===== src/rtl/dp_pkg.sv =====
// Shared constants and types for the programmable logic block datapath.
// Assumes a single 25 MHz clock and a byte-wide system bus port.
package dp_pkg;

  localparam int DW = 8;
  localparam int AW = 6;
  localparam int QDEPTH = 4;
  localparam int CFG_WORDS = 8;

  // Register offsets on the system bus port
  localparam logic [5:0] OFS_ACC0 = 6'h00;
  localparam logic [5:0] OFS_ACC1 = 6'h01;
  localparam logic [5:0] OFS_OPR0 = 6'h02;
  localparam logic [5:0] OFS_OPR1 = 6'h03;
  localparam logic [5:0] OFS_QUE0 = 6'h04;
  localparam logic [5:0] OFS_QUE1 = 6'h05;
  localparam logic [5:0] OFS_CTRL = 6'h06;
  localparam logic [5:0] OFS_STAT = 6'h07;
  localparam logic [5:0] OFS_MSB = 6'h08;
  localparam logic [5:0] OFS_OMASK = 6'h09;
  localparam logic [5:0] OFS_CMASK0 = 6'h0A;
  localparam logic [5:0] OFS_CMASK1 = 6'h0B;
  localparam logic [5:0] OFS_CMPSEL = 6'h0C;
  localparam logic [5:0] OFS_QDIR = 6'h0D;
  localparam logic [5:0] OFS_POLY = 6'h0E;
  localparam logic [5:0] OFS_STICKY = 6'h0F;
  localparam logic [5:0] OFS_CLKEN = 6'h10;
  localparam logic [5:0] OFS_OSEL0 = 6'h11;
  localparam logic [5:0] OFS_OSEL1 = 6'h12;
  localparam logic [5:0] OFS_OSEL2 = 6'h13;
  localparam logic [5:0] OFS_CHAIN = 6'h14;
  localparam logic [5:0] OFS_QSTAT = 6'h15;
  // Configuration words: base + 2*index + byte (0 low, 1 high)
  localparam logic [5:0] OFS_CFG = 6'h20;

  // Reset values of the static configuration
  localparam logic [7:0] RST_ZERO = 8'h00;
  localparam logic [7:0] RST_ONES = 8'hFF;
  localparam logic [2:0] RST_MSB = 3'h7;
  localparam logic [1:0] RST_CLKEN = 2'h3;

  typedef enum logic [2:0] {
    FN_PASS = 3'b000,
    FN_INC = 3'b001,
    FN_DEC = 3'b010,
    FN_ADD = 3'b011,
    FN_SUB = 3'b100,
    FN_AND = 3'b101,
    FN_OR = 3'b110,
    FN_XOR = 3'b111
  } alu_fn_e;

  typedef enum logic [1:0] {
    SH_NONE = 2'b00,
    SH_LEFT = 2'b01,
    SH_RIGHT = 2'b10,
    SH_SWAP = 2'b11
  } shift_e;

  // Operand select: 0 acc0, 1 acc1, 2 opr0, 3 opr1
  typedef logic [1:0] src_t;

  typedef struct packed {
    alu_fn_e fn;
    src_t src_a;
    src_t src_b;
    shift_e shift;
    logic wr_acc0;
    logic wr_acc1;
    logic q_load;
    logic q0_push;
    logic q1_push;
    logic crc_en;
    logic carry_sel;
  } cfg_word_s;

  typedef struct packed {
    logic sel;
    logic wr;
    logic [AW-1:0] addr;
    logic [DW-1:0] wdata;
  } bus_req_s;

endpackage


===== src/rtl/dp_queue.sv =====
// Four-entry byte queue with full and empty status.
// Push when full and pop when empty are ignored; both may occur together.
`timescale 1ns/1ps
module dp_queue (
  // Clock and reset
  input wire logic clk_sys,
  input wire logic sys_rst,
  // Fill side
  input wire logic push,
  input wire logic [dp_pkg::DW-1:0] push_data,
  // Drain side
  input wire logic pop,
  output logic [dp_pkg::DW-1:0] head,
  // Status
  output logic full,
  output logic empty
);
  logic [dp_pkg::DW-1:0] mem_q [dp_pkg::QDEPTH];
  logic [dp_pkg::DW-1:0] mem_d [dp_pkg::QDEPTH];
  logic [1:0] wp_q, wp_d, rp_q, rp_d;
  logic [2:0] cnt_q, cnt_d;
  logic do_push, do_pop;

  assign full = (cnt_q == 3'h4);
  assign empty = (cnt_q == 3'h0);
  assign head = mem_q[rp_q];

  always_comb begin
    do_push = push && !full;
    do_pop = pop && !empty;
    mem_d = mem_q;
    wp_d = wp_q;
    rp_d = rp_q;
    cnt_d = cnt_q;
    if (do_push) begin
      mem_d[wp_q] = push_data;
      wp_d = wp_q + 2'h1;
    end
    if (do_pop) begin
      rp_d = rp_q + 2'h1;
    end
    if (do_push && !do_pop) begin
      cnt_d = cnt_q + 3'h1;
    end else if (do_pop && !do_push) begin
      cnt_d = cnt_q - 3'h1;
    end
  end

  always_ff @(posedge clk_sys) begin
    if (sys_rst) begin
      wp_q <= 2'h0;
      rp_q <= 2'h0;
      cnt_q <= 3'h0;
      for (int i = 0; i < dp_pkg::QDEPTH; i++) begin
        mem_q[i] <= 8'h00;
      end
    end else begin
      wp_q <= wp_d;
      rp_q <= rp_d;
      cnt_q <= cnt_d;
      mem_q <= mem_d;
    end
  end
endmodule


===== src/rtl/programmable_block_datapath.sv =====
// Datapath of one programmable logic block, with control and status registers.
// Assumes routing inputs already on clk_sys; the bus port is byte wide, one access per cycle.
// What this block does
// - One 8-bit ALU, single cycle per operation.
// - Accumulators are ALU sources, sinks, compare operands.
// - Data registers feed ALU and compares only.
// - Two four-byte queues load or capture datapath values.
// - Each queue direction selectable, input or output.
// - Eight 16-bit config words, routed 3-bit address.
// - Eight ALU functions including inc, dec, logic.
// - Shift left, right, nibble swap, AND mask.
// - Two masked comparators with selectable operand pairs.
// - Zero, all-ones, overflow conditions, selectable outputs.
// - Programmable MSB with output mask.
// - Single-cycle CRC or PSEUDO_RANDOM_SEQUENCE step, any polynomial.
// - Carry, shift and condition chaining to neighbours.
// - Carry and shift-out registered for later use.
// - Six routing inputs and six routing outputs.
// - Queue status selectable as datapath outputs.
// - Bus-written control bits drive routing.
// - Read-only status reflects routing signals.
// - Sticky status bits cleared by register read.
// - Datapath and status/control have own clock enable.
// - Queues are main parallel path to CPU.
`timescale 1ns/1ps
module programmable_block_datapath (
  // Clock and reset
  input wire logic clk_sys,
  input wire logic sys_rst,
  // System bus port
  input wire dp_pkg::bus_req_s bus_req,
  output logic [dp_pkg::DW-1:0] bus_rdata_q,
  // Routing matrix: [2:0] config address, [3] serial in,
  // [4] load data registers from queues, [5] capture accumulators into queues
  input wire logic [5:0] route_in,
  output logic [5:0] route_out_q,
  // Routing signals sampled by the status register
  input wire logic [dp_pkg::DW-1:0] status_route,
  // Control register bits into routing
  output logic [dp_pkg::DW-1:0] ctrl_out_q,
  // Chaining with neighbouring datapaths
  input wire logic chain_carry_in,
  input wire logic chain_shift_in,
  input wire logic chain_cond_in,
  output logic chain_carry_out_q,
  output logic chain_shift_out_q,
  output logic chain_cond_out_q
);
  typedef logic [7:0] byte_t;

  // Working registers
  byte_t acc0_q, acc0_d, acc1_q, acc1_d;
  byte_t opr0_q, opr0_d, opr1_q, opr1_d;
  logic carry_q, carry_d, sout_q, sout_d;
  // Static configuration and control
  byte_t ctrl_q, ctrl_d, omask_q, omask_d, poly_q, poly_d;
  byte_t cmask0_q, cmask0_d, cmask1_q, cmask1_d;
  byte_t sticky_q, sticky_d, held_q, held_d;
  byte_t osel_q [3];
  byte_t osel_d [3];
  logic [2:0] msb_q, msb_d;
  logic [3:0] cmpsel_q, cmpsel_d;
  logic [1:0] qdir_q, qdir_d, clken_q, clken_d, chain_q, chain_d;
  logic [15:0] cfg_q [dp_pkg::CFG_WORDS];
  logic [15:0] cfg_d [dp_pkg::CFG_WORDS];
  byte_t rdata_d;
  logic [5:0] rout_d;
  logic cco_d, cso_d, ccond_d;

  // Queue wiring
  logic q_push [2];
  logic q_pop [2];
  byte_t q_wdata [2];
  byte_t q_head [2];
  logic q_full [2];
  logic q_empty [2];

  // Datapath combinational values
  dp_pkg::cfg_word_s cw;
  byte_t op_a, op_b, wmask, am, bm, r8, sh8, res;
  logic [8:0] r9;
  logic [3:0] top;
  logic ci, si, co, so, ovf, fb, run, sc_run;
  logic bus_wr, bus_rd;
  logic [15:0] cond;

  function automatic byte_t pick(input dp_pkg::src_t s, input byte_t a0, input byte_t a1,
                                 input byte_t d0, input byte_t d1);
    unique case (s)
      2'h0: pick = a0;
      2'h1: pick = a1;
      2'h2: pick = d0;
      2'h3: pick = d1;
    endcase
  endfunction

  // Compare pairs: 0 acc0/opr0, 1 acc1/opr1, 2 acc0/acc1, 3 opr0/opr1
  function automatic logic [1:0] compare(input logic [1:0] s, input byte_t m,
                                         input byte_t a0, input byte_t a1,
                                         input byte_t d0, input byte_t d1);
    byte_t x, y;
    x = 8'h00;
    y = 8'h00;
    unique case (s)
      2'h0: begin
        x = a0 & m;
        y = d0 & m;
      end
      2'h1: begin
        x = a1 & m;
        y = d1 & m;
      end
      2'h2: begin
        x = a0 & m;
        y = a1 & m;
      end
      2'h3: begin
        x = d0 & m;
        y = d1 & m;
      end
    endcase
    compare = {x < y, x == y};
  endfunction

  function automatic logic hit(input logic [5:0] a, input logic [5:0] ofs);
    hit = (a == ofs);
  endfunction

  assign bus_wr = bus_req.sel && bus_req.wr;
  assign bus_rd = bus_req.sel && !bus_req.wr;
  assign run = clken_q[0];
  assign sc_run = clken_q[1];

  // Queue direction: bit set means output buffer
  for (genvar g = 0; g < 2; g++) begin : g_queue
    logic qhit;
    assign qhit = hit(bus_req.addr, dp_pkg::OFS_QUE0 + 6'(g));
    always_comb begin
      if (qdir_q[g]) begin
        q_push[g] = run && ((g == 0 ? cw.q0_push : cw.q1_push) || route_in[5]);
        q_wdata[g] = route_in[5] ? (g == 0 ? acc0_q : acc1_q) : res;
        q_pop[g] = bus_rd && qhit;
      end else begin
        q_push[g] = bus_wr && qhit;
        q_wdata[g] = bus_req.wdata;
        q_pop[g] = run && (cw.q_load || route_in[4]);
      end
    end
    dp_queue u_queue (
      .clk_sys(clk_sys),
      .sys_rst(sys_rst),
      .push(q_push[g]),
      .push_data(q_wdata[g]),
      .pop(q_pop[g]),
      .head(q_head[g]),
      .full(q_full[g]),
      .empty(q_empty[g])
    );
  end

  // ALU and result path
  always_comb begin
    cw = dp_pkg::cfg_word_s'(cfg_q[route_in[2:0]]);
    wmask = 8'hFF >> (3'h7 - msb_q);
    top = {1'b0, msb_q} + 4'h1;
    op_a = pick(cw.src_a, acc0_q, acc1_q, opr0_q, opr1_q);
    op_b = pick(cw.src_b, acc0_q, acc1_q, opr0_q, opr1_q);
    am = op_a & wmask;
    bm = op_b & wmask;
    ci = cw.carry_sel ? carry_q : (chain_q[0] && chain_carry_in);
    si = chain_q[1] ? chain_shift_in : route_in[3];
    unique case (cw.fn)
      dp_pkg::FN_PASS: r9 = {1'b0, am};
      dp_pkg::FN_INC: r9 = {1'b0, am} + 9'h001;
      dp_pkg::FN_DEC: r9 = {1'b0, am} - 9'h001;
      dp_pkg::FN_ADD: r9 = {1'b0, am} + {1'b0, bm} + {8'h00, ci};
      dp_pkg::FN_SUB: r9 = {1'b0, am} - {1'b0, bm} - {8'h00, ci};
      dp_pkg::FN_AND: r9 = {1'b0, am & bm};
      dp_pkg::FN_OR: r9 = {1'b0, am | bm};
      dp_pkg::FN_XOR: r9 = {1'b0, am ^ bm};
    endcase
    co = r9[top];
    r8 = r9[7:0] & wmask;
    ovf = 1'b0;
    if (cw.fn == dp_pkg::FN_ADD) begin
      ovf = (am[msb_q] == bm[msb_q]) && (r8[msb_q] != am[msb_q]);
    end else if (cw.fn == dp_pkg::FN_SUB) begin
      ovf = (am[msb_q] != bm[msb_q]) && (r8[msb_q] != am[msb_q]);
    end
    // CRC step takes precedence over the ALU result
    fb = am[msb_q] ^ si;
    if (cw.crc_en) begin
      r8 = ((am << 1) ^ (fb ? poly_q : 8'h00)) & wmask;
      co = fb;
    end
    so = 1'b0;
    unique case (cw.shift)
      dp_pkg::SH_NONE: sh8 = r8;
      dp_pkg::SH_LEFT: begin
        sh8 = {r8[6:0], si} & wmask;
        so = r8[msb_q];
      end
      dp_pkg::SH_RIGHT: begin
        sh8 = (r8 >> 1) | ({7'h00, si} << msb_q);
        so = r8[0];
      end
      dp_pkg::SH_SWAP: sh8 = {r8[3:0], r8[7:4]};
    endcase
    res = sh8 & omask_q;
  end

  // Condition vector offered to the routing outputs
  always_comb begin
    cond[1:0] = compare(cmpsel_q[1:0], cmask0_q, acc0_q, acc1_q, opr0_q, opr1_q);
    cond[3:2] = compare(cmpsel_q[3:2], cmask1_q, acc0_q, acc1_q, opr0_q, opr1_q);
    cond[4] = (acc0_q & wmask) == 8'h00;
    cond[5] = (acc1_q & wmask) == 8'h00;
    cond[6] = (acc0_q & wmask) == wmask;
    cond[7] = (acc1_q & wmask) == wmask;
    cond[8] = ovf;
    cond[9] = carry_q;
    cond[10] = sout_q;
    cond[11] = q_full[0];
    cond[12] = q_empty[0];
    cond[13] = q_full[1];
    cond[14] = q_empty[1];
    cond[15] = chain_cond_in;
  end

  // Working registers, bus writes win over the datapath
  always_comb begin
    acc0_d = acc0_q;
    acc1_d = acc1_q;
    opr0_d = opr0_q;
    opr1_d = opr1_q;
    carry_d = carry_q;
    sout_d = sout_q;
    cco_d = chain_carry_out_q;
    cso_d = chain_shift_out_q;
    ccond_d = chain_cond_out_q;
    if (run) begin
      if (cw.wr_acc0) begin
        acc0_d = res;
      end
      if (cw.wr_acc1) begin
        acc1_d = res;
      end
      // Queue loads only act on input-direction queues holding data
      if (cw.q_load && !qdir_q[0] && !q_empty[0]) begin
        acc0_d = q_head[0];
      end
      if (cw.q_load && !qdir_q[1] && !q_empty[1]) begin
        acc1_d = q_head[1];
      end
      if (route_in[4] && !qdir_q[0] && !q_empty[0]) begin
        opr0_d = q_head[0];
      end
      if (route_in[4] && !qdir_q[1] && !q_empty[1]) begin
        opr1_d = q_head[1];
      end
      carry_d = co;
      sout_d = so;
      cco_d = co;
      cso_d = so;
      ccond_d = cond[0];
    end
    if (bus_wr && hit(bus_req.addr, dp_pkg::OFS_ACC0)) begin
      acc0_d = bus_req.wdata;
    end
    if (bus_wr && hit(bus_req.addr, dp_pkg::OFS_ACC1)) begin
      acc1_d = bus_req.wdata;
    end
    if (bus_wr && hit(bus_req.addr, dp_pkg::OFS_OPR0)) begin
      opr0_d = bus_req.wdata;
    end
    if (bus_wr && hit(bus_req.addr, dp_pkg::OFS_OPR1)) begin
      opr1_d = bus_req.wdata;
    end
  end

  // Configuration, control and status registers
  always_comb begin
    ctrl_d = ctrl_q;
    omask_d = omask_q;
    poly_d = poly_q;
    cmask0_d = cmask0_q;
    cmask1_d = cmask1_q;
    sticky_d = sticky_q;
    osel_d = osel_q;
    msb_d = msb_q;
    cmpsel_d = cmpsel_q;
    qdir_d = qdir_q;
    clken_d = clken_q;
    chain_d = chain_q;
    cfg_d = cfg_q;
    held_d = held_q;
    if (bus_wr) begin
      unique case (bus_req.addr)
        dp_pkg::OFS_CTRL: ctrl_d = bus_req.wdata;
        dp_pkg::OFS_MSB: msb_d = bus_req.wdata[2:0];
        dp_pkg::OFS_OMASK: omask_d = bus_req.wdata;
        dp_pkg::OFS_CMASK0: cmask0_d = bus_req.wdata;
        dp_pkg::OFS_CMASK1: cmask1_d = bus_req.wdata;
        dp_pkg::OFS_CMPSEL: cmpsel_d = bus_req.wdata[3:0];
        dp_pkg::OFS_QDIR: qdir_d = bus_req.wdata[1:0];
        dp_pkg::OFS_POLY: poly_d = bus_req.wdata;
        dp_pkg::OFS_STICKY: sticky_d = bus_req.wdata;
        dp_pkg::OFS_CLKEN: clken_d = bus_req.wdata[1:0];
        dp_pkg::OFS_OSEL0: osel_d[0] = bus_req.wdata;
        dp_pkg::OFS_OSEL1: osel_d[1] = bus_req.wdata;
        dp_pkg::OFS_OSEL2: osel_d[2] = bus_req.wdata;
        dp_pkg::OFS_CHAIN: chain_d = bus_req.wdata[1:0];
        default: begin
          // Only 0x20-0x2F reach the configuration words; 0x30-0x3F stay unmapped
          if (bus_req.addr[5:4] == 2'b10) begin
            if (bus_req.addr[0]) begin
              cfg_d[bus_req.addr[3:1]][15:8] = bus_req.wdata;
            end else begin
              cfg_d[bus_req.addr[3:1]][7:0] = bus_req.wdata;
            end
          end
        end
      endcase
    end
    // Read clears held bits, but a new event in the same cycle is kept
    if (bus_rd && hit(bus_req.addr, dp_pkg::OFS_STAT)) begin
      held_d = 8'h00;
    end
    if (sc_run) begin
      held_d = held_d | (status_route & sticky_q);
    end
  end

  // Routing outputs: each output has a 4-bit condition select
  always_comb begin
    for (int i = 0; i < 6; i++) begin
      rout_d[i] = cond[osel_q[i/2][(i%2)*4 +: 4]];
    end
  end

  // Registered read data; unmapped addresses read zero
  always_comb begin
    rdata_d = 8'h00;
    if (bus_rd) begin
      unique case (bus_req.addr)
        dp_pkg::OFS_ACC0: rdata_d = acc0_q;
        dp_pkg::OFS_ACC1: rdata_d = acc1_q;
        dp_pkg::OFS_OPR0: rdata_d = opr0_q;
        dp_pkg::OFS_OPR1: rdata_d = opr1_q;
        dp_pkg::OFS_QUE0: rdata_d = q_head[0];
        dp_pkg::OFS_QUE1: rdata_d = q_head[1];
        dp_pkg::OFS_CTRL: rdata_d = ctrl_q;
        dp_pkg::OFS_STAT: rdata_d = (held_q & sticky_q) | (status_route & ~sticky_q);
        dp_pkg::OFS_MSB: rdata_d = {5'h00, msb_q};
        dp_pkg::OFS_OMASK: rdata_d = omask_q;
        dp_pkg::OFS_CMASK0: rdata_d = cmask0_q;
        dp_pkg::OFS_CMASK1: rdata_d = cmask1_q;
        dp_pkg::OFS_CMPSEL: rdata_d = {4'h0, cmpsel_q};
        dp_pkg::OFS_QDIR: rdata_d = {6'h00, qdir_q};
        dp_pkg::OFS_POLY: rdata_d = poly_q;
        dp_pkg::OFS_STICKY: rdata_d = sticky_q;
        dp_pkg::OFS_CLKEN: rdata_d = {6'h00, clken_q};
        dp_pkg::OFS_OSEL0: rdata_d = osel_q[0];
        dp_pkg::OFS_OSEL1: rdata_d = osel_q[1];
        dp_pkg::OFS_OSEL2: rdata_d = osel_q[2];
        dp_pkg::OFS_CHAIN: rdata_d = {6'h00, chain_q};
        dp_pkg::OFS_QSTAT: rdata_d = {4'h0, q_empty[1], q_full[1], q_empty[0], q_full[0]};
        default: begin
          if (bus_req.addr[5:4] == 2'b10) begin
            rdata_d = bus_req.addr[0] ? cfg_q[bus_req.addr[3:1]][15:8] : cfg_q[bus_req.addr[3:1]][7:0];
          end
        end
      endcase
    end
  end

  always_ff @(posedge clk_sys) begin
    if (sys_rst) begin
      acc0_q <= dp_pkg::RST_ZERO;
      acc1_q <= dp_pkg::RST_ZERO;
      opr0_q <= dp_pkg::RST_ZERO;
      opr1_q <= dp_pkg::RST_ZERO;
      ctrl_q <= dp_pkg::RST_ZERO;
      held_q <= dp_pkg::RST_ZERO;
      carry_q <= 1'b0;
      sout_q <= 1'b0;
      omask_q <= dp_pkg::RST_ONES;
      poly_q <= dp_pkg::RST_ZERO;
      cmask0_q <= dp_pkg::RST_ONES;
      cmask1_q <= dp_pkg::RST_ONES;
      sticky_q <= dp_pkg::RST_ZERO;
      osel_q <= '{default: 8'h00};
      msb_q <= dp_pkg::RST_MSB;
      cmpsel_q <= 4'h0;
      qdir_q <= 2'h0;
      clken_q <= dp_pkg::RST_CLKEN;
      chain_q <= 2'h0;
      cfg_q <= '{default: 16'h0000};
      bus_rdata_q <= dp_pkg::RST_ZERO;
      route_out_q <= 6'h00;
      ctrl_out_q <= dp_pkg::RST_ZERO;
      chain_carry_out_q <= 1'b0;
      chain_shift_out_q <= 1'b0;
      chain_cond_out_q <= 1'b0;
    end else begin
      acc0_q <= acc0_d;
      acc1_q <= acc1_d;
      opr0_q <= opr0_d;
      opr1_q <= opr1_d;
      ctrl_q <= ctrl_d;
      held_q <= held_d;
      carry_q <= carry_d;
      sout_q <= sout_d;
      omask_q <= omask_d;
      poly_q <= poly_d;
      cmask0_q <= cmask0_d;
      cmask1_q <= cmask1_d;
      sticky_q <= sticky_d;
      osel_q <= osel_d;
      msb_q <= msb_d;
      cmpsel_q <= cmpsel_d;
      qdir_q <= qdir_d;
      clken_q <= clken_d;
      chain_q <= chain_d;
      cfg_q <= cfg_d;
      bus_rdata_q <= rdata_d;
      // Routing outputs freeze while the datapath is stopped
      if (run) begin
        route_out_q <= rout_d;
      end
      // Control output follows the register only while its unit runs
      if (sc_run) begin
        ctrl_out_q <= ctrl_d;
      end
      chain_carry_out_q <= cco_d;
      chain_shift_out_q <= cso_d;
      chain_cond_out_q <= ccond_d;
    end
  end
endmodule


===== config.mk =====
export PLATFORM = sky130hd
export DESIGN_NAME = programmable_block_datapath
export DESIGN_NICKNAME = d
export VERILOG_FILES = /design/src/rtl/dp_pkg.sv /design/src/rtl/dp_queue.sv /design/src/rtl/programmable_block_datapath.sv
export SDC_FILE = /design/constraint.sdc
export NUM_CORES = 1
export LEC_CHECK = 0
export ABC_AREA = 1
export BUFFER_PORTS_ARGS = -buffer_cell sky130_fd_sc_hd__buf_2
export CORE_ASPECT_RATIO = 1.4
export CORE_MARGIN = 8
export CORE_UTILIZATION = 31
export DETAILED_ROUTE_END_ITERATION = 8
export GPL_TIMING_DRIVEN = 1
export SYNTH_ARGS = -nofsm -noshare
export SYNTH_HDL_FRONTEND = slang
export SYNTH_SLANG_ARGS = --single-unit

===== constraint.sdc =====
create_clock -name clk_sys -period 7.1 [get_ports clk_sys]
set_input_delay 0.355 -clock clk_sys [delete_from_list [all_inputs] [get_ports clk_sys]]
set_output_delay 0.355 -clock clk_sys [all_outputs]
set_load 0.05 [all_outputs]

=== Word level (Yosys, flattened, before mapping) ===
Index checks and enable logic that the tools add are counted.

* $add $sub $neg: 16
* Multipliers: 0
* Divide/modulo/power cells: 0
* Order comparisons: 19
* Equal/unequal tests: 53
* Shifts and indexed selects: 2
* Mux-type cells: 96
* Bitwise logic cells: 36
* Reduce and logical (&&, ||, !) cells: 95

{| class="wikitable"
|+ Operators with widths
! operator !! number
|-
| 8-bit two-way mux || 33
|-
| 128-bit bitwise mux || 2
|-
| 8-bit case mux with 22 select lines || 1
|-
| 8-bit bitwise AND || 20
|-
| 128-bit two-way mux || 1
|-
| 16-bit binary-select mux with 3-bit select || 2
|-
| 16-bit demux with 3-bit select || 2
|-
| 8-bit case mux with 3 select lines || 4
|-
| 8-bit case mux with 4 select lines || 3
|-
| 16-bit two-way mux || 5
|-
| 9-bit case mux with 8 select lines || 1
|-
| 32-bit bitwise mux || 2
|-
| 6-bit by 4-bit == test with 1-bit output, second input constant || 8
|-
| 6-bit by 5-bit == test with 1-bit output, second input constant || 6
|-
| 1-bit logical AND || 36
|-
| 4-bit by 5-bit < comparator with 1-bit output, second input constant || 7
|-
| 2-bit AND reduction || 17
|-
| 8-bit binary-select mux with 2-bit select || 2
|-
| 8-bit demux with 2-bit select || 2
|-
| 8-bit == test || 4
|-
| 1-bit binary-select mux with 4-bit select || 7
|-
| 6-bit by 3-bit == test with 1-bit output, second input constant || 4
|-
| 8-bit bitwise OR || 3
|-
| 2-bit == test, second input constant || 11
|-
| other kinds (49) || 134
|}

* Register bits: 356
* Bits in latches: 0
* Memory bits (writable): 0
* ROM bits: 0
* Output and inout port bits: 25
* Memories kept: 0

=== Logic depth before layout (Yosys ltp) ===
* Depth in word-level cells: 21
* Mapped depth: 43
* Depth with buffers taken out: 41

=== Hierarchy ===
From an unflattened synthesis, not the netlist that was laid out.

* Cell total of the unflattened synthesis: 3630
* Area, all modules: 23711.5 um^2

{| class="wikitable"
|+ By module, submodules not included
! module !! instances !! cells an instance !! area each (um^2) !! seq. area each (um^2)
|-
| programmable_block_datapath || 1 || 2926 || 19074.5 || 5565.3
|-
| dp_queue (g_queue[0].u_queue) || 1 || 352 || 2322.2 || 780.7
|-
| dp_queue (g_queue[1].u_queue) || 1 || 352 || 2314.7 || 780.7
|}

=== Worst setup path after synthesis ===
OpenSTA, ideal clock, no wires.

* Kind: in2reg
* Start: input port route_in[0]
* End: register route_out_q[0]
* Library setup time: 0.067 ns
* Arrival time: 4.970 ns
* Data required time: 7.033 ns
* Path slack: 2.064 ns
* Stages: 39
* Path through: buf_6 > buf_6 > buf_6 > buf_4 > buf_2 > buf_2 > clkbuf_1 > clkbuf_1 > o21ai_0 > o221ai_1 > o21ai_0 > nand2_1 > o21a_1 > inv_1 > fa_1 > fa_1 > nor2_1 > o21ai_0 > [3 not listed] > o21ai_1 > a21oi_1 > nor2_1 > nand3_1 > nand3_1 > nand2_1 > inv_1 > nand2_1 > nand2_1 > nand2_1 > nand2_1 > nand2_1 > nand3_2 > nand2_1 > nand2_1 > nand2_1 > nand2_1 > a21oi_2

* Cells in the longest elaborated chain, start to end: 19

{| class="wikitable"
|+ RTL lines
! element !! line !! source
|-
| from (decl) || programmable_block_datapath.sv:35 || <nowiki>input wire logic [5:0] route_in,</nowiki>
|-
| 3-bit inverter with 4-bit output (not written as such) (*) || programmable_block_datapath.sv:163 || <nowiki>cw = dp_pkg::cfg_word_s'(cfg_q[route_in[2:0]]);</nowiki>
|-
| 16-bit binary-select mux with 3-bit select (*) || programmable_block_datapath.sv:163 ||
|-
| 16-bit two-way mux (not written as such) (*) (2 in series) || programmable_block_datapath.sv:163 ||
|-
| 2-bit == test (tied with other cells) || programmable_block_datapath.sv:89 || <nowiki>unique case (s)</nowiki>
|-
| 8-bit case mux with 4 select lines || programmable_block_datapath.sv:89 ||
|-
| 8-bit bitwise AND, on equally long branches || programmable_block_datapath.sv:168, programmable_block_datapath.sv:169 ||
|-
| 8-bit by 8-bit subtractor with 9-bit output / 8-bit by 8-bit adder with 9-bit output (equally long branches) || programmable_block_datapath.sv:177, programmable_block_datapath.sv:176 ||
|-
| 9-bit by 1-bit subtractor with 9-bit output / 9-bit by 1-bit adder with 9-bit output (equally long branches) || programmable_block_datapath.sv:177, programmable_block_datapath.sv:176 ||
|-
| [2 not listed] || n/a ||
|-
| 1-bit binary-select mux with 3-bit select || programmable_block_datapath.sv:186, programmable_block_datapath.sv:188 ||
|-
| 1-bit two-way mux (not written as such) || programmable_block_datapath.sv:186, programmable_block_datapath.sv:188 ||
|-
| 1-bit inequality test || programmable_block_datapath.sv:186, programmable_block_datapath.sv:188 ||
|-
| 1-bit logical AND || programmable_block_datapath.sv:188 || <nowiki>ovf = (am[msb_q] != bm[msb_q]) && (r8[msb_q] != am[msb_q]);</nowiki>
|-
| 1-bit two-way mux || programmable_block_datapath.sv:187 || <nowiki>end else if (cw.fn == dp_pkg::FN_SUB) begin</nowiki>
|-
| 1-bit two-way mux (*) || programmable_block_datapath.sv:185 || <nowiki>if (cw.fn == dp_pkg::FN_ADD) begin</nowiki>
|-
| 1-bit binary-select mux with 4-bit select (*) || programmable_block_datapath.sv:337 || <nowiki>rout_d[i] = cond[osel_q[i/2][(i%2)*4 +: 4]];</nowiki>
|-
| 1-bit two-way mux (not written as such) (*) || programmable_block_datapath.sv:337 ||
|-
| to (signal assigned) || programmable_block_datapath.sv:429 || <nowiki>route_out_q <= rout_d;</nowiki>
|-
| to (decl) || programmable_block_datapath.sv:36 || <nowiki>output logic [5:0] route_out_q,</nowiki>
|}

Every way passes the cells marked *; elsewhere a longest branch is shown, timed or not. The select of a mux whose other input is x is not followed.
A chain may end at the register's enable or synchronous reset.

=== Worst setup path after layout ===
* Start: input port route_in[0]
* End: register g_queue[0].u_queue.mem_q[7] (netlist bit)

* Cells in the longest elaborated chain, start to end: 20

{| class="wikitable"
|+ RTL lines
! element !! line !! source
|-
| 3-bit inverter with 4-bit output (not written as such) (*) || programmable_block_datapath.sv:163 ||
|-
| 16-bit binary-select mux with 3-bit select (*) || programmable_block_datapath.sv:163 ||
|-
| 16-bit two-way mux (not written as such) (*) (2 in series) || programmable_block_datapath.sv:163 ||
|-
| parallel branches: the longest is 16 deep, another holds 8-bit by 8-bit subtractor with 9-bit output || n/a ||
|-
| to (signal assigned) || dp_queue.sv:61 || <nowiki>mem_q <= mem_d;</nowiki>
|-
| to (decl) || dp_queue.sv:18 || <nowiki>logic [dp_pkg::DW-1:0] mem_q [dp_pkg::QDEPTH];</nowiki>
|}

Mark *: on every way between the ends. The select of a mux whose other input is x is not followed.

==> impl_metrics.csv <==
group,metric,value,unit
status,status,"complete, no violations",
critical_path,worstPathMaxFanout,50,
final_layout,final_cell_mix,"578 x nand2_1, 443 x a21oi_1, 423 x o21ai_0",
global_route,gr-usage-all-layers,24.5,%
detailed_routing,vias_per_cell,5.75,
timing,finClkSkew,0.0274,ns
timing,finalCritPeriodShare,79.9,%
clock_tree,cts.sinks,356,
final_layout,nets,3441,
clock_tree,insertion_delay,0.57,ns
timing,rsz0062_at_grt,"no",
logic_synthesis,ys_seq_area_share,31.9,%
critical_path,slowest_delay,0.54,ns
placement,pre_cts_ws,1.05,ns
clock_tree,path_clk_slew,0.06,ns
critical_path,cpMaxStageDelayCell,"buf_2",
critical_path,required,7.59,ns
global_route,antenna_found_initial,3,
global_route,grt_max_degree,167,
logic_synthesis,syn_nets,3458,
min_path,min_from,"status_route[2]",
power_and_ir_drop,power,6.70,mW
flow_run,drv_cap,0,
timing,relSlewSlack,12.5,%
placement,port_buffers,59,
logic_synthesis,synth_cell_types,59,
logic_synthesis,yosysTopAreaCell,"dfxtp_1",
final_layout,utilization,34.7,%
global_route,grt_pass1_vias,23100,
critical_path,critPathKind,"primary input to register",
clock_tree,root_buffer,"clkbuf_16",
detailed_routing,first_pass_iters,8,
clock_tree,post_cts_buffers,0,
critical_path,worstReg2RegStart,"msb_q[0]",
min_path,hold_class,"primary input to register",
die,die_h,334,µm
min_path,worstHoldPathCells,3,
clock_tree,cts-resized-gates,0,
detailed_routing,drtIter0Drc,3107,
global_route,grt_pass1_wl,152000,µm
power_and_ir_drop,vdd_ir_drop_max,0.139,mV
logic_synthesis,async_flop_share,0,%
final_layout,drive_gt1_share,7.93,%
timing,fin_setup_tns,0,ns
detailed_routing,drt-total-wl,104000,µm
final_layout,final_common_cell,"nand2_1",
min_path,min_to,"held_q[2]",
timing,worst_slew_pin_slew,1.28,ns
final_layout,stdcell_count,4301,
clock_tree,cts_tree,"built",
critical_path,worstReg2RegEnd,"g_queue[0].u_queue.mem_q[20]",
clock_tree,cts_made_buffers,38,
logic_synthesis,netlist_area,0.0223,mm²
critical_path,regToRegSetupSlack,1.74,ns
timing,fin_hold_ws,0.0745,ns
detailed_routing,wl_per_cell,24.2,µm
die,start_util,31.3,%
placement,dp.cells,4233,
timing,setup_viol,0,
timing,slew_viol_final,0,
critical_path,crit_path_end_kind,"register",
placement,placed_area,0.0235,mm²
critical_path,worst_ep_arrival_time,6.16,ns
clock_tree,cts_buffer_depth,3,
die,die_width,243,µm
power_and_ir_drop,p_leak,10.1,nW
critical_path,r2r_cells,29,
global_route,grt_overflow,0,
critical_path,startpoint_type,"primary input",
detailed_routing,drc_errors,0,
final_layout,area_delta_synth_final,10.9,%
detailed_routing,via_count,24700,
timing,period_needed,5.68,ns
timing,finalHoldViolCount,0,
final_layout,final_area,0.0248,mm²
logic_synthesis,avgSynthCellArea,6.67,µm²
die,die-area,0.0810,mm²
critical_path,cp_common_cell,"nand2_1",
placement,gp_congestion,1.03,
die,io_pins,60,
clock_tree,cts_hold_buf,0,
logic_synthesis,synth_top_flop_cell,"dfxtp_1",
timing,max_freq,176,MHz
die,row_count,116,
placement,dp_hpwl,74900,µm
power_and_ir_drop,power.density,271,mW/mm²
logic_synthesis,synth_edf_count,0,
logic_synthesis,synth_top_cell_area_share,31.9,%
logic_synthesis,syn-instance-count,3347,
timing,setup_slack,1.42,ns
logic_synthesis,synthTopCellsByArea,"dfxtp_1 32%, a21oi_1 9.9%, nand2_1 9.7%",
logic_synthesis,yosys_warnings,0,
clock_tree,ctsHtreeMaxLevel,2,
logic_synthesis,ys_ff_latch,356,
detailed_routing,antenna_left,0,
die,core_area,0.0714,mm²
how the worst max path moves through the flow:
stage                start                            to  slack [ns]  cells after the start
4_1_cts        route_in[0]                route_out_q[3]        1.62                     38
2_1_floorplan  route_in[0]                route_out_q[0]        2.06                     39
3_3_place_gp   route_in[0]                route_out_q[4]        1.13                     38
5_1_grt        route_in[0]  g_queue[0].u_queue.mem_q[31]        0.92                     32
3_5_place_dp   route_in[0]                route_out_q[3]        1.05                     38
6_report       route_in[0]   g_queue[0].u_queue.mem_q[7]        1.42                     32
per-layer routing:
layer	vias up	wire [µm]	track usage (%)
li1	11600	-	-
met1	11400	39600	29.2
met2	1402	45600	38.8
met3	402	8860	3.64
met4	2	10200	20.0
met5	-	10	0
sequential cells by signal, summed over array words and instances (netlist names), 8 cells and up:
register / cells
opr0_q: 8
held_q: 8
g_queue.u_queue.mem_q: 64
ctrl_q: 8
acc0_q: 8
cmask1_q: 8
opr1_q: 8
poly_q: 8
cfg_q: 128
bus_rdata_q: 8
ctrl_out_q: 8
cmask0_q: 8
osel_q: 24
acc1_q: 8
omask_q: 8
sticky_q: 8
cell usage after synthesis, drive strengths merged, types with 5 or more instances:
| library cell | number |
|---|---|
| o2111ai | 12 |
| nand4 | 33 |
| o221ai | 6 |
| a31oi | 9 |
| xor2 | 5 |
| inv | 358 |
| nor2 | 269 |
| o211ai | 60 |
| a221o | 16 |
| nand3 | 168 |
| o22ai | 62 |
| dfxtp | 356 |
| a211oi | 56 |
| a22oi | 32 |
| clkinv | 23 |
| buf | 33 |
| nor3 | 23 |
| fa | 7 |
| nand2 | 601 |
| a221oi | 50 |
| o311ai | 6 |
| clkbuf | 141 |
| nor4 | 6 |
| ha | 69 |
| o21ai | 455 |
| a21oi | 455 |
worst max-delay path: cells and delay by family:
kind	cells	cell delay, ns
buffers and inverters	4	1.17
AOI/OAI and AO/OA	10	1.69
adders and majority gates	2	0.89
and+or+nand+nor	16	2.03
cell type report:
type	count	area (µm²)
Tap cell	944	1180
Clock buffer	51	1070
Timing Repair Buffer	117	743
Sequential cell	356	7130
Multi-Input combinational cell	2436	13000
Inverter	381	1440
Antenna cell	1	2.50
Fill cell	7737	46600
Clock inverter	15	173
cell families after synthesis:
| family | after synthesis | share of synthesized area [%] |
|---|---|---|
| and+or+nand+nor | 1107 | 21.1 |
| xor gates and xnor gates | 5 | 0.196 |
| adders and majority gates | 76 | 4.49 |
| DFF | 356 | 31.9 |
| buffers and inverters | 555 | 9.80 |
| AOI/OAI and AO/OA | 1248 | 32.5 |
report_power, final:
group          switching, mW  internal, mW
registers              0.202          2.08
logic                   1.66         0.664
clock network          0.911          1.17
total                   2.78          3.92
No activity file was read; power rests on OpenSTA's default activity.
